[src/led_flash_pkg.sv]
// shared constants and carriers for the flash led register set
package led_flash_pkg;

  // seven-bit bus address of the device
  localparam logic [6:0] DEV_ADDR_DEFAULT = 7'h53;

  // register addresses
  localparam logic [7:0] OFF_MONITOR = 8'h80;
  localparam logic [7:0] OFF_TORCH = 8'hA0;
  localparam logic [7:0] OFF_FLASH = 8'hB0;
  localparam logic [7:0] OFF_TIMEOUT = 8'hC0;
  localparam logic [7:0] OFF_FLAGS = 8'hD0;

  // reset values; unused bits keep these levels on every read
  localparam logic [7:0] MONITOR_RESET = 8'hF8;
  localparam logic [7:0] TORCH_RESET = 8'hFA;
  localparam logic [7:0] FLASH_RESET = 8'hFD;
  localparam logic [7:0] TIMEOUT_RESET = 8'hEF;
  localparam logic [7:0] FLAGS_RESET = 8'h00;

  // writable bits of each register
  localparam logic [7:0] MONITOR_MASK = 8'h07;
  localparam logic [7:0] TORCH_MASK = 8'h07;
  localparam logic [7:0] FLASH_MASK = 8'h0F;
  localparam logic [7:0] TIMEOUT_MASK = 8'h3F;

  // field positions
  localparam int MON_EN_BIT = 0;
  localparam int MON_THR_LSB = 1;
  localparam int LIMIT_BIT = 5;

  // flag bit positions
  localparam int FLAG_EXPIRED = 0;
  localparam int FLAG_OVERHEAT = 1;
  localparam int FLAG_LED_FAIL = 2;
  localparam int FLAG_SYNC_ONE = 3;
  localparam int FLAG_SYNC_TWO = 4;
  localparam int FLAG_THERMISTOR = 5;
  localparam int FLAG_SPARE = 6;
  localparam int FLAG_INPUT_LOW = 7;

  typedef struct packed {
    logic monitor_enable;
    logic [1:0] input_trip_threshold;
    logic [2:0] torch_code;
    logic [3:0] flash_code;
    logic [4:0] timeout_code;
    logic high_current_limit;
  } settings_t;

  typedef struct packed {
    logic flash_timeout_done;
    logic die_overheat;
    logic led_failure;
    logic pa_sync_input_one;
    logic pa_sync_input_two;
    logic sync_one_mode;
    logic sync_two_mode;
    logic thermistor_sense;
    logic thermistor_mode;
    logic input_below_threshold;
  } fault_inputs_t;

endpackage : led_flash_pkg

[src/bus_line_watch.sv]
// edge and start/stop detection on the two serial bus lines
`timescale 1ns/1ps
module bus_line_watch (
  input wire logic clock, // system clock
  input wire logic rst, // synchronous reset, active high
  input wire logic scl, // serial clock level
  input wire logic sda, // serial data level
  output logic scl_rise, // one-cycle pulse
  output logic scl_fall, // one-cycle pulse
  output logic start_seen, // one-cycle pulse, start or repeated start
  output logic stop_seen, // one-cycle pulse
  output logic sda_level // registered data level
);
  logic scl_q;
  logic sda_q;

  always_ff @(posedge clock) begin
    if (rst) begin
      scl_q <= 1'b1;
      sda_q <= 1'b1;
    end else begin
      scl_q <= scl;
      sda_q <= sda;
    end
  end

  assign scl_rise = !scl_q && scl;
  assign scl_fall = scl_q && !scl;
  // data may only move while scl is low, so a change under high scl frames
  assign start_seen = scl_q && scl && sda_q && !sda;
  assign stop_seen = scl_q && scl && !sda_q && sda;
  assign sda_level = sda_q;

endmodule : bus_line_watch

[src/flag_latch.sv]
// sticky flag bits, cleared by a read, with set winning over clear
`timescale 1ns/1ps
module flag_latch #(
  parameter int WIDTH = 8
) (
  input wire logic clock, // system clock
  input wire logic rst, // synchronous reset, active high
  input wire logic [WIDTH-1:0] set, // condition per bit, level or pulse
  input wire logic clear, // one-cycle pulse, the register was read
  output logic [WIDTH-1:0] flags // latched flags
);
  genvar i;
  generate
    for (i = 0; i < WIDTH; i++) begin : g_bit
      always_ff @(posedge clock) begin
        if (rst) begin
          flags[i] <= 1'b0;
        end else if (set[i]) begin
          flags[i] <= 1'b1;
        end else if (clear) begin
          flags[i] <= 1'b0;
        end
      end
    end
  endgenerate

endmodule : flag_latch

[src/led_flash_regs.sv]
// bus-reached setting and flag registers of the flash led driver
`timescale 1ns/1ps
// Contract
// - threshold bits 2:1 pick trip, default 00
// - bit 0 enables input comparator, default off
// - torch code bits 2:0, reset 010
// - flash code bits 3:0, reset 1101
// - timeout code bits 4:0, reset 01111
// - bit 5 selects current limit, reset 1
// - flag 0 set by flash timeout expiry
// - flag 7 only when monitor enabled, input low
// - flag 5 thermistor low, thermistor mode only
// - flags 4,3 on sync input change, mode only
// - flag 2 reports led open or short
// - flag 1 reports die overheat; bit 6 unused
// - write is address, register, data, each acked
// - irq pin pulled low on thermistor/input flags; code does so only with irq mode on and the second sync pin as output
module led_flash_regs
  import led_flash_pkg::*;
#(
  parameter logic [6:0] DEV_ADDR = DEV_ADDR_DEFAULT
) (
  input wire logic clock, // 250 MHz system clock
  input wire logic rst, // synchronous reset, active high
  input wire logic scl, // serial bus clock level
  input wire logic sda_in, // serial bus data level
  output logic sda_out, // data drive value, always low
  output logic sda_oe_n, // low while pulling data low
  input wire fault_inputs_t faults, // analog and sequencer events
  input wire logic irq_mode_enable, // interrupt output mode on
  input wire logic sync_two_is_gpio_output, // second sync pin is output
  output logic irq_out, // irq pin drive value, always low
  output logic irq_oe_n, // low while pulling irq pin low
  output settings_t settings, // current settings to the analog side
  output logic [7:0] flags // latched fault and event flags
);

  typedef enum logic [8:0] {
    ST_IDLE = 9'b0_0000_0001,
    ST_DEV = 9'b0_0000_0010,
    ST_ACK_DEV = 9'b0_0000_0100,
    ST_REG = 9'b0_0000_1000,
    ST_ACK_REG = 9'b0_0001_0000,
    ST_WR = 9'b0_0010_0000,
    ST_ACK_WR = 9'b0_0100_0000,
    ST_RD = 9'b0_1000_0000,
    ST_RD_ACK = 9'b1_0000_0000
  } bus_state_t;

  bus_state_t state;
  logic [3:0] bit_cnt;
  logic [7:0] shift;
  logic [7:0] pointer;
  logic is_read;
  logic master_nack;
  logic [7:0] monitor_reg;
  logic [7:0] torch_reg;
  logic [7:0] flash_reg;
  logic [7:0] timeout_reg;
  logic [7:0] rd_value;
  logic [7:0] flag_set;
  logic sync_one_q;
  logic sync_two_q;
  logic scl_rise;
  logic scl_fall;
  logic start_seen;
  logic stop_seen;
  logic sda_level;
  logic byte_done;
  logic wr_done;
  logic load_rd;
  logic flags_read;

  bus_line_watch u_watch (
    .clock(clock),
    .rst(rst),
    .scl(scl),
    .sda(sda_in),
    .scl_rise(scl_rise),
    .scl_fall(scl_fall),
    .start_seen(start_seen),
    .stop_seen(stop_seen),
    .sda_level(sda_level)
  );

  assign byte_done = scl_fall && (bit_cnt == 4'h8);
  assign wr_done = (state == ST_WR) && byte_done;
  assign load_rd = scl_fall && (((state == ST_ACK_DEV) && is_read) ||
                   ((state == ST_RD_ACK) && !master_nack));
  assign flags_read = load_rd && (pointer == OFF_FLAGS);

  always_comb begin
    if (pointer == OFF_MONITOR) begin
      rd_value = monitor_reg;
    end else if (pointer == OFF_TORCH) begin
      rd_value = torch_reg;
    end else if (pointer == OFF_FLASH) begin
      rd_value = flash_reg;
    end else if (pointer == OFF_TIMEOUT) begin
      rd_value = timeout_reg;
    end else if (pointer == OFF_FLAGS) begin
      rd_value = flags;
    end else begin
      rd_value = 8'h00;
    end
  end

  always_ff @(posedge clock) begin
    if (rst) begin
      state <= ST_IDLE;
      bit_cnt <= 4'h0;
      shift <= 8'h00;
      is_read <= 1'b0;
      master_nack <= 1'b0;
      sda_oe_n <= 1'b1;
    end else if (stop_seen) begin
      state <= ST_IDLE;
      sda_oe_n <= 1'b1;
    end else if (start_seen) begin
      state <= ST_DEV;
      bit_cnt <= 4'h0;
      sda_oe_n <= 1'b1;
    end else begin
      case (state)
        ST_DEV, ST_REG, ST_WR: begin
          if (scl_rise) begin
            shift <= {shift[6:0], sda_level};
            bit_cnt <= bit_cnt + 4'h1;
          end else if (byte_done) begin
            bit_cnt <= 4'h0;
            if (state == ST_REG) begin
              state <= ST_ACK_REG;
              sda_oe_n <= 1'b0;
            end else if (state == ST_WR) begin
              state <= ST_ACK_WR;
              sda_oe_n <= 1'b0;
            end else if (shift[7:1] == DEV_ADDR) begin
              state <= ST_ACK_DEV;
              is_read <= shift[0];
              sda_oe_n <= 1'b0;
            end else begin
              state <= ST_IDLE;
            end
          end
        end
        ST_ACK_DEV: begin
          if (scl_fall) begin
            if (is_read) begin
              state <= ST_RD;
              shift <= rd_value;
              sda_oe_n <= rd_value[7];
            end else begin
              state <= ST_REG;
              sda_oe_n <= 1'b1;
            end
          end
        end
        ST_ACK_REG: begin
          if (scl_fall) begin
            state <= ST_WR;
            sda_oe_n <= 1'b1;
          end
        end
        ST_ACK_WR: begin
          // one data byte per write; later bytes go unanswered
          if (scl_fall) begin
            state <= ST_IDLE;
            sda_oe_n <= 1'b1;
          end
        end
        ST_RD: begin
          if (scl_rise) begin
            bit_cnt <= bit_cnt + 4'h1;
          end else if (byte_done) begin
            state <= ST_RD_ACK;
            bit_cnt <= 4'h0;
            sda_oe_n <= 1'b1;
          end else if (scl_fall) begin
            shift <= {shift[6:0], 1'b1};
            sda_oe_n <= shift[6];
          end
        end
        ST_RD_ACK: begin
          if (scl_rise) begin
            master_nack <= sda_level;
          end else if (scl_fall) begin
            if (master_nack) begin
              state <= ST_IDLE;
            end else begin
              state <= ST_RD;
              shift <= rd_value;
              sda_oe_n <= rd_value[7];
            end
          end
        end
        default: begin
          state <= ST_IDLE;
        end
      endcase
    end
  end

  always_ff @(posedge clock) begin
    if (rst) begin
      pointer <= 8'h00;
    end else if ((state == ST_REG) && byte_done) begin
      pointer <= shift;
    end
  end

  always_ff @(posedge clock) begin
    if (rst) begin
      monitor_reg <= MONITOR_RESET;
      torch_reg <= TORCH_RESET;
      flash_reg <= FLASH_RESET;
      timeout_reg <= TIMEOUT_RESET;
    end else if (wr_done) begin
      if (pointer == OFF_MONITOR) begin
        monitor_reg <= (MONITOR_RESET & ~MONITOR_MASK) | (shift & MONITOR_MASK);
      end else if (pointer == OFF_TORCH) begin
        torch_reg <= (TORCH_RESET & ~TORCH_MASK) | (shift & TORCH_MASK);
      end else if (pointer == OFF_FLASH) begin
        flash_reg <= (FLASH_RESET & ~FLASH_MASK) | (shift & FLASH_MASK);
      end else if (pointer == OFF_TIMEOUT) begin
        timeout_reg <= (TIMEOUT_RESET & ~TIMEOUT_MASK) | (shift & TIMEOUT_MASK);
      end
    end
  end

  assign settings.monitor_enable = monitor_reg[MON_EN_BIT];
  assign settings.input_trip_threshold = monitor_reg[MON_THR_LSB +: 2];
  assign settings.torch_code = torch_reg[2:0];
  assign settings.flash_code = flash_reg[3:0];
  assign settings.timeout_code = timeout_reg[4:0];
  assign settings.high_current_limit = timeout_reg[LIMIT_BIT];

  always_ff @(posedge clock) begin
    if (rst) begin
      sync_one_q <= 1'b0;
      sync_two_q <= 1'b0;
    end else begin
      sync_one_q <= faults.pa_sync_input_one;
      sync_two_q <= faults.pa_sync_input_two;
    end
  end

  // conditions that persist keep their flag set through a read, since set wins over clear
  always_comb begin
    flag_set = 8'h00;
    flag_set[FLAG_EXPIRED] = faults.flash_timeout_done;
    flag_set[FLAG_OVERHEAT] = faults.die_overheat;
    flag_set[FLAG_LED_FAIL] = faults.led_failure;
    flag_set[FLAG_SYNC_ONE] = faults.sync_one_mode &&
      (sync_one_q != faults.pa_sync_input_one);
    flag_set[FLAG_SYNC_TWO] = faults.sync_two_mode &&
      (sync_two_q != faults.pa_sync_input_two);
    flag_set[FLAG_THERMISTOR] = faults.thermistor_mode &&
      faults.thermistor_sense;
    flag_set[FLAG_INPUT_LOW] = settings.monitor_enable &&
      faults.input_below_threshold;
  end

  flag_latch #(
    .WIDTH(8)
  ) u_flags (
    .clock(clock),
    .rst(rst),
    .set(flag_set),
    .clear(flags_read),
    .flags(flags)
  );

  always_ff @(posedge clock) begin
    if (rst) begin
      irq_oe_n <= 1'b1;
      irq_out <= 1'b0;
      sda_out <= 1'b0;
    end else begin
      irq_oe_n <= !(irq_mode_enable && sync_two_is_gpio_output &&
        (flags[FLAG_THERMISTOR] || flags[FLAG_INPUT_LOW]));
      irq_out <= 1'b0;
      sda_out <= 1'b0;
    end
  end

  property p_mon_reset;
    @(posedge clock) disable iff (rst)
      $fell(rst) |-> !settings.monitor_enable;
  endproperty
  a_mon_reset: assert property (p_mon_reset)
    else $error("monitor enable not off after reset");

  property p_thr_write;
    @(posedge clock) disable iff (rst)
      (wr_done && pointer == OFF_MONITOR) |=>
        settings.input_trip_threshold == $past(shift[2:1]) &&
        settings.monitor_enable == $past(shift[0]);
  endproperty
  a_thr_write: assert property (p_thr_write)
    else $error("monitor register write not applied");

  property p_torch_reset;
    @(posedge clock) disable iff (rst)
      $fell(rst) |-> settings.torch_code == 3'h2;
  endproperty
  a_torch_reset: assert property (p_torch_reset)
    else $error("torch code reset wrong");

  property p_flash_write;
    @(posedge clock) disable iff (rst)
      (wr_done && pointer == OFF_FLASH) |=>
        flash_reg == {4'hF, $past(shift[3:0])};
  endproperty
  a_flash_write: assert property (p_flash_write)
    else $error("flash register write wrong");

  property p_timeout_reset;
    @(posedge clock) disable iff (rst)
      $fell(rst) |-> settings.timeout_code == 5'h0F &&
        settings.high_current_limit;
  endproperty
  a_timeout_reset: assert property (p_timeout_reset)
    else $error("timeout register reset wrong");

  property p_flag7;
    @(posedge clock) disable iff (rst)
      $rose(flags[FLAG_INPUT_LOW]) |->
        $past(settings.monitor_enable && faults.input_below_threshold);
  endproperty
  a_flag7: assert property (p_flag7)
    else $error("input flag set without enabled monitor");

  property p_flag0;
    @(posedge clock) disable iff (rst)
      faults.flash_timeout_done |=> flags[FLAG_EXPIRED] [*2];
  endproperty
  a_flag0: assert property (p_flag0)
    else $error("timeout flag lost");

  property p_flag_hold;
    @(posedge clock) disable iff (rst)
      (flags[FLAG_LED_FAIL] && !flags_read) |=> flags[FLAG_LED_FAIL];
  endproperty
  a_flag_hold: assert property (p_flag_hold)
    else $error("flag dropped without a read");

  property p_irq;
    @(posedge clock) disable iff (rst)
      (irq_mode_enable && sync_two_is_gpio_output &&
        flags[FLAG_THERMISTOR]) |=> !irq_oe_n;
  endproperty
  a_irq: assert property (p_irq)
    else $error("irq pin not pulled low");

  property p_ack;
    @(posedge clock) disable iff (rst)
      (state == ST_DEV && byte_done && shift[7:1] == DEV_ADDR) |=>
        !sda_oe_n && state == ST_ACK_DEV;
  endproperty
  a_ack: assert property (p_ack)
    else $error("address not acknowledged");

endmodule : led_flash_regs

[config.mk]
export PLATFORM = sky130hd
export DESIGN_NAME = led_flash_regs
export DESIGN_NICKNAME = d
export VERILOG_FILES = /design/src/led_flash_pkg.sv /design/src/bus_line_watch.sv /design/src/flag_latch.sv /design/src/led_flash_regs.sv
export SDC_FILE = /design/constraint.sdc
export NUM_CORES = 1
export LEC_CHECK = 0
export BUFFER_PORTS_ARGS = -buffer_cell sky130_fd_sc_hd__buf_2
export CAP_MARGIN = 20
export CORE_AREA = 2 2 69 84
export DETAILED_ROUTE_END_ITERATION = 12
export DIE_AREA = 0 0 71 86
export GPL_TIMING_DRIVEN = 0
export HOLD_SLACK_MARGIN = 0.05
export PLACE_DENSITY = 0.9
export SETUP_SLACK_MARGIN = 0.5
export SLEW_MARGIN = 20
export SYNTH_ARGS = -nofsm -noshare
export SYNTH_HDL_FRONTEND = slang
export SYNTH_SLANG_ARGS = --single-unit
[constraint.sdc]
create_clock -name clock -period 6.31 [get_ports clock]
set_input_delay 0.631 -clock clock [delete_from_list [all_inputs] [get_ports clock]]
set_output_delay 0.631 -clock clock [all_outputs]
set_load 0.01 [all_outputs]
==> flow_summary.toml <==
[run_status]
status = "finished clean"

[pwr]
vdd_drop_max_v = 0.000167
power.density_nw_per_um2 = 215
switching_share_pct = 23.4
power.total_w = 0.000774
p_int_w = 0.000593
p_seq_share_pct = 50.4
power.leakage_nw = 1.35
switchingPower_w = 0.000181
power_frac_comb_pct = 5.3
pwr-share-clk_pct = 44.4

[route]
avgViaCountPerCell = 6.25
drtIter0Drc = 332
antenna_left = 0
drc_errors = 0
wl_per_cell_um = 17.2
routed_wl_um = 8420
dr_total_vias = 3056
dr.pass1.iters = 6

[critical_path]
rr_endpoint = "timeout_reg[1]"
worstPathArrival_ns = 2.82
worstSetupEndpoint = "timeout_reg[1]"
crit_path_end_kind = "flop"
cp_max_fo = 7
r2r_cells = 6
r2r-start = "u_watch.scl_q"
startpoint_type = "flop"
rrSetupSlack_ns = 3.68
crit_type = "flop to flop"
required_ns = 6.50
crit_start = "u_watch.scl_q"

[yosys]
synth_seq_area_share_pct = 38.6
yosys.area.top_type = "dfxtp_1"
synth_edf_count = 0
syn_area_per_cell_sq_um = 8.41
synth_cells = 370
synth_top_area_share_pct = 38.6
synth-seq-cells = 60
ys_types = 53
ys.flop_type = "dfxtp_1"
synth_area_leaders = "dfxtp_1 (39%), mux2i_1 (12%), nor2_1 (6.0%), a21oi_1 (4.2%), nand2_1 (3.6%)"
synth-warning-count = 0
syn_area_sq_um = 3110
synth_async_sr_flop_share_pct = 0

[clocking]
cts_tree = "built"
clk_path_buf_depth = 2
ctsHoldBuffers = 0
clk_latency_ns = 0.35
clk_transition_reported_paths_ns = 0.06
cts_setup_buffers = 0
cts_buffers = 9
clkSinkCount = 60
cts-root-buf = "clkbuf_8"
htree_levels = 3
cts_resized = 0

[final_layout]
n_fill_cell = 341
top_register = "state"
fin_area_sq_um = 3590
n_antenna_cell = 0
finalNetCount = 440
syn2layout_area_growth_pct = 15.4
largest_register_ffs = 9
layout-drive-gt1-share_pct = 18.7
top_regs = "state (9), pointer (8), shift (8)"

[floorplan]
initial_core_util_pct = 59.2
pin_count = 44
fp-row-count = 29
fp.dieH_um = 86
fp.dieW_um = 71
die-area_sq_um = 6110
core_area_sq_um = 5260

[global_route]
grt_pass1_vias = 2880
antenna_found_initial = 0
grt_pass1_wl_um = 13300
track_usage_pct = 28.1
gr-total-overflow = 0
grt_max_degree = 11

[placed_design]
placed_area_sq_um = 3390
gp_congestion = 0.947
pre_cts_slack_ns = 3.39
dp_hpwl_um = 5790
portBuffers = 39

[sta]
fin_worst_skew_ns = 0.0111
rsz0062_at_grt = "no"
hold_viol = 0
worst_slack_ns = 3.68
period_needed_ns = 2.63
tns_ns = 0
setup_violations = 0
tightest_slew_ns = 0.764
fin_crit_sh_pct = 41.6
slew_violations = 0
fmax_mhz = 381
relSlewSlack_pct = 48.7

[run]
drv_cap = 0

[worst_hold_path]
hp-class = "input pin to flop"
==> synth_stat cells, drive strengths merged, types with 2 or more instances <==
cell type  instances
dfxtp             60
nor2              50
mux2i             37
nand2             31
a21oi             26
o21ai             18
clkbuf            15
buf               13
nor2b             12
a211oi            11
nand2b            10
nand3              9
nor3               9
inv                7
xor2               6
a22oi              5
nand4              5
nor4               4
or2                4
a21boi             3
a21o               3
or4                3
a2111oi            2
a221oi             2
and2               2
and3               2
and4               2
ha                 2
o2111ai            2
==> worst min-delay path by stage <==
stage | startpoint | endpoint | slack, ns | cells after the start
detailed placement | bit_cnt[3] | bit_cnt[3] | 0.48 | 2
floorplan | bit_cnt[3] | bit_cnt[3] | 0.45 | 2
global placement | bit_cnt[3] | bit_cnt[3] | 0.46 | 2
CTS | irq_mode_enable | irq_oe_n | 0.49 | 2
finish | irq_mode_enable | irq_oe_n | 0.49 | 2
global route | irq_mode_enable | irq_oe_n | 0.48 | 2
==> kinds of logic after synthesis <==
| group | count (synthesis) | synth area share [%] |
|---|---|---|
| other cells | 1 | 0.120 |
| flops | 60 | 38.6 |
| buf+inv | 35 | 5.02 |
| simple gates | 150 | 25.8 |
| compound gates | 78 | 15.8 |
| xor+xnor | 6 | 1.69 |
| mux | 38 | 12.3 |
| fa+ha+maj | 2 | 0.804 |
==> cell type report <==
class                           instances  area, sq um  area share, %
Buffer                                 28          130           3.62
Clock buffer                           12          145           4.04
Clock inverter                          4         48.8           1.36
Inverter                                7         26.3          0.731
Multi-Input combinational cell        277         1770           49.2
Sequential cell                        60         1200           33.4
Tap cell                               62         77.6           2.16
Timing Repair Buffer                   39          195           5.43
==> critical path, cell delays in order, from the launching register on <==
cell and delay, ns:
dfxtp_1 0.42, nor2b_1 0.44, nand2_2 0.25, or4_4 0.59, nor3_4 0.40, mux2i_1 0.29, nand2_1 0.09
==> through the flow <==
step	hold WS [ns]	utilization, %	instances
2_1_floorplan	0.453	-	372
3_3_place_gp	0.463	64.5	473
3_5_place_dp	0.482	64.5	473
4_1_cts	0.489	68.2	489
5_1_grt	0.477	68.3	489
6_report	0.492	68.3	489
==> power groups by stage <==
stage          clock (W)  combinational, W  sequential (W)
6_report        0.000343         0.0000407        0.000390
5_1_grt         0.000361         0.0000445        0.000390
4_1_cts         0.000342         0.0000399        0.000390
3_5_place_dp           0         0.0000396        0.000398
3_3_place_gp           0         0.0000384        0.000398
2_1_floorplan          0         0.0000237        0.000397
==> metal layers <==
metal / up-vias / share of wire, % / track usage [%]
li1: 1406 / - / -
met1: 1415 / 39 / 31.3
met2: 193 / 48 / 46.6
met3: 42 / 8.3 / 7.40
met4: 0 / 4.6 / 18.9
met5: - / 0 / 0
==> cells in the final DEF (no fill, tap or decap), types with 12 or more instances in the layout <==
cell and n:
a21oi_1 26, buf_2 47, clkbuf_1 17, dfxtp_1 60, mux2i_1 37, nand2_1 30
nor2_1 50, nor2b_1 12, o21ai_0 18
Note: power is estimated with default switching activity, not from simulation.
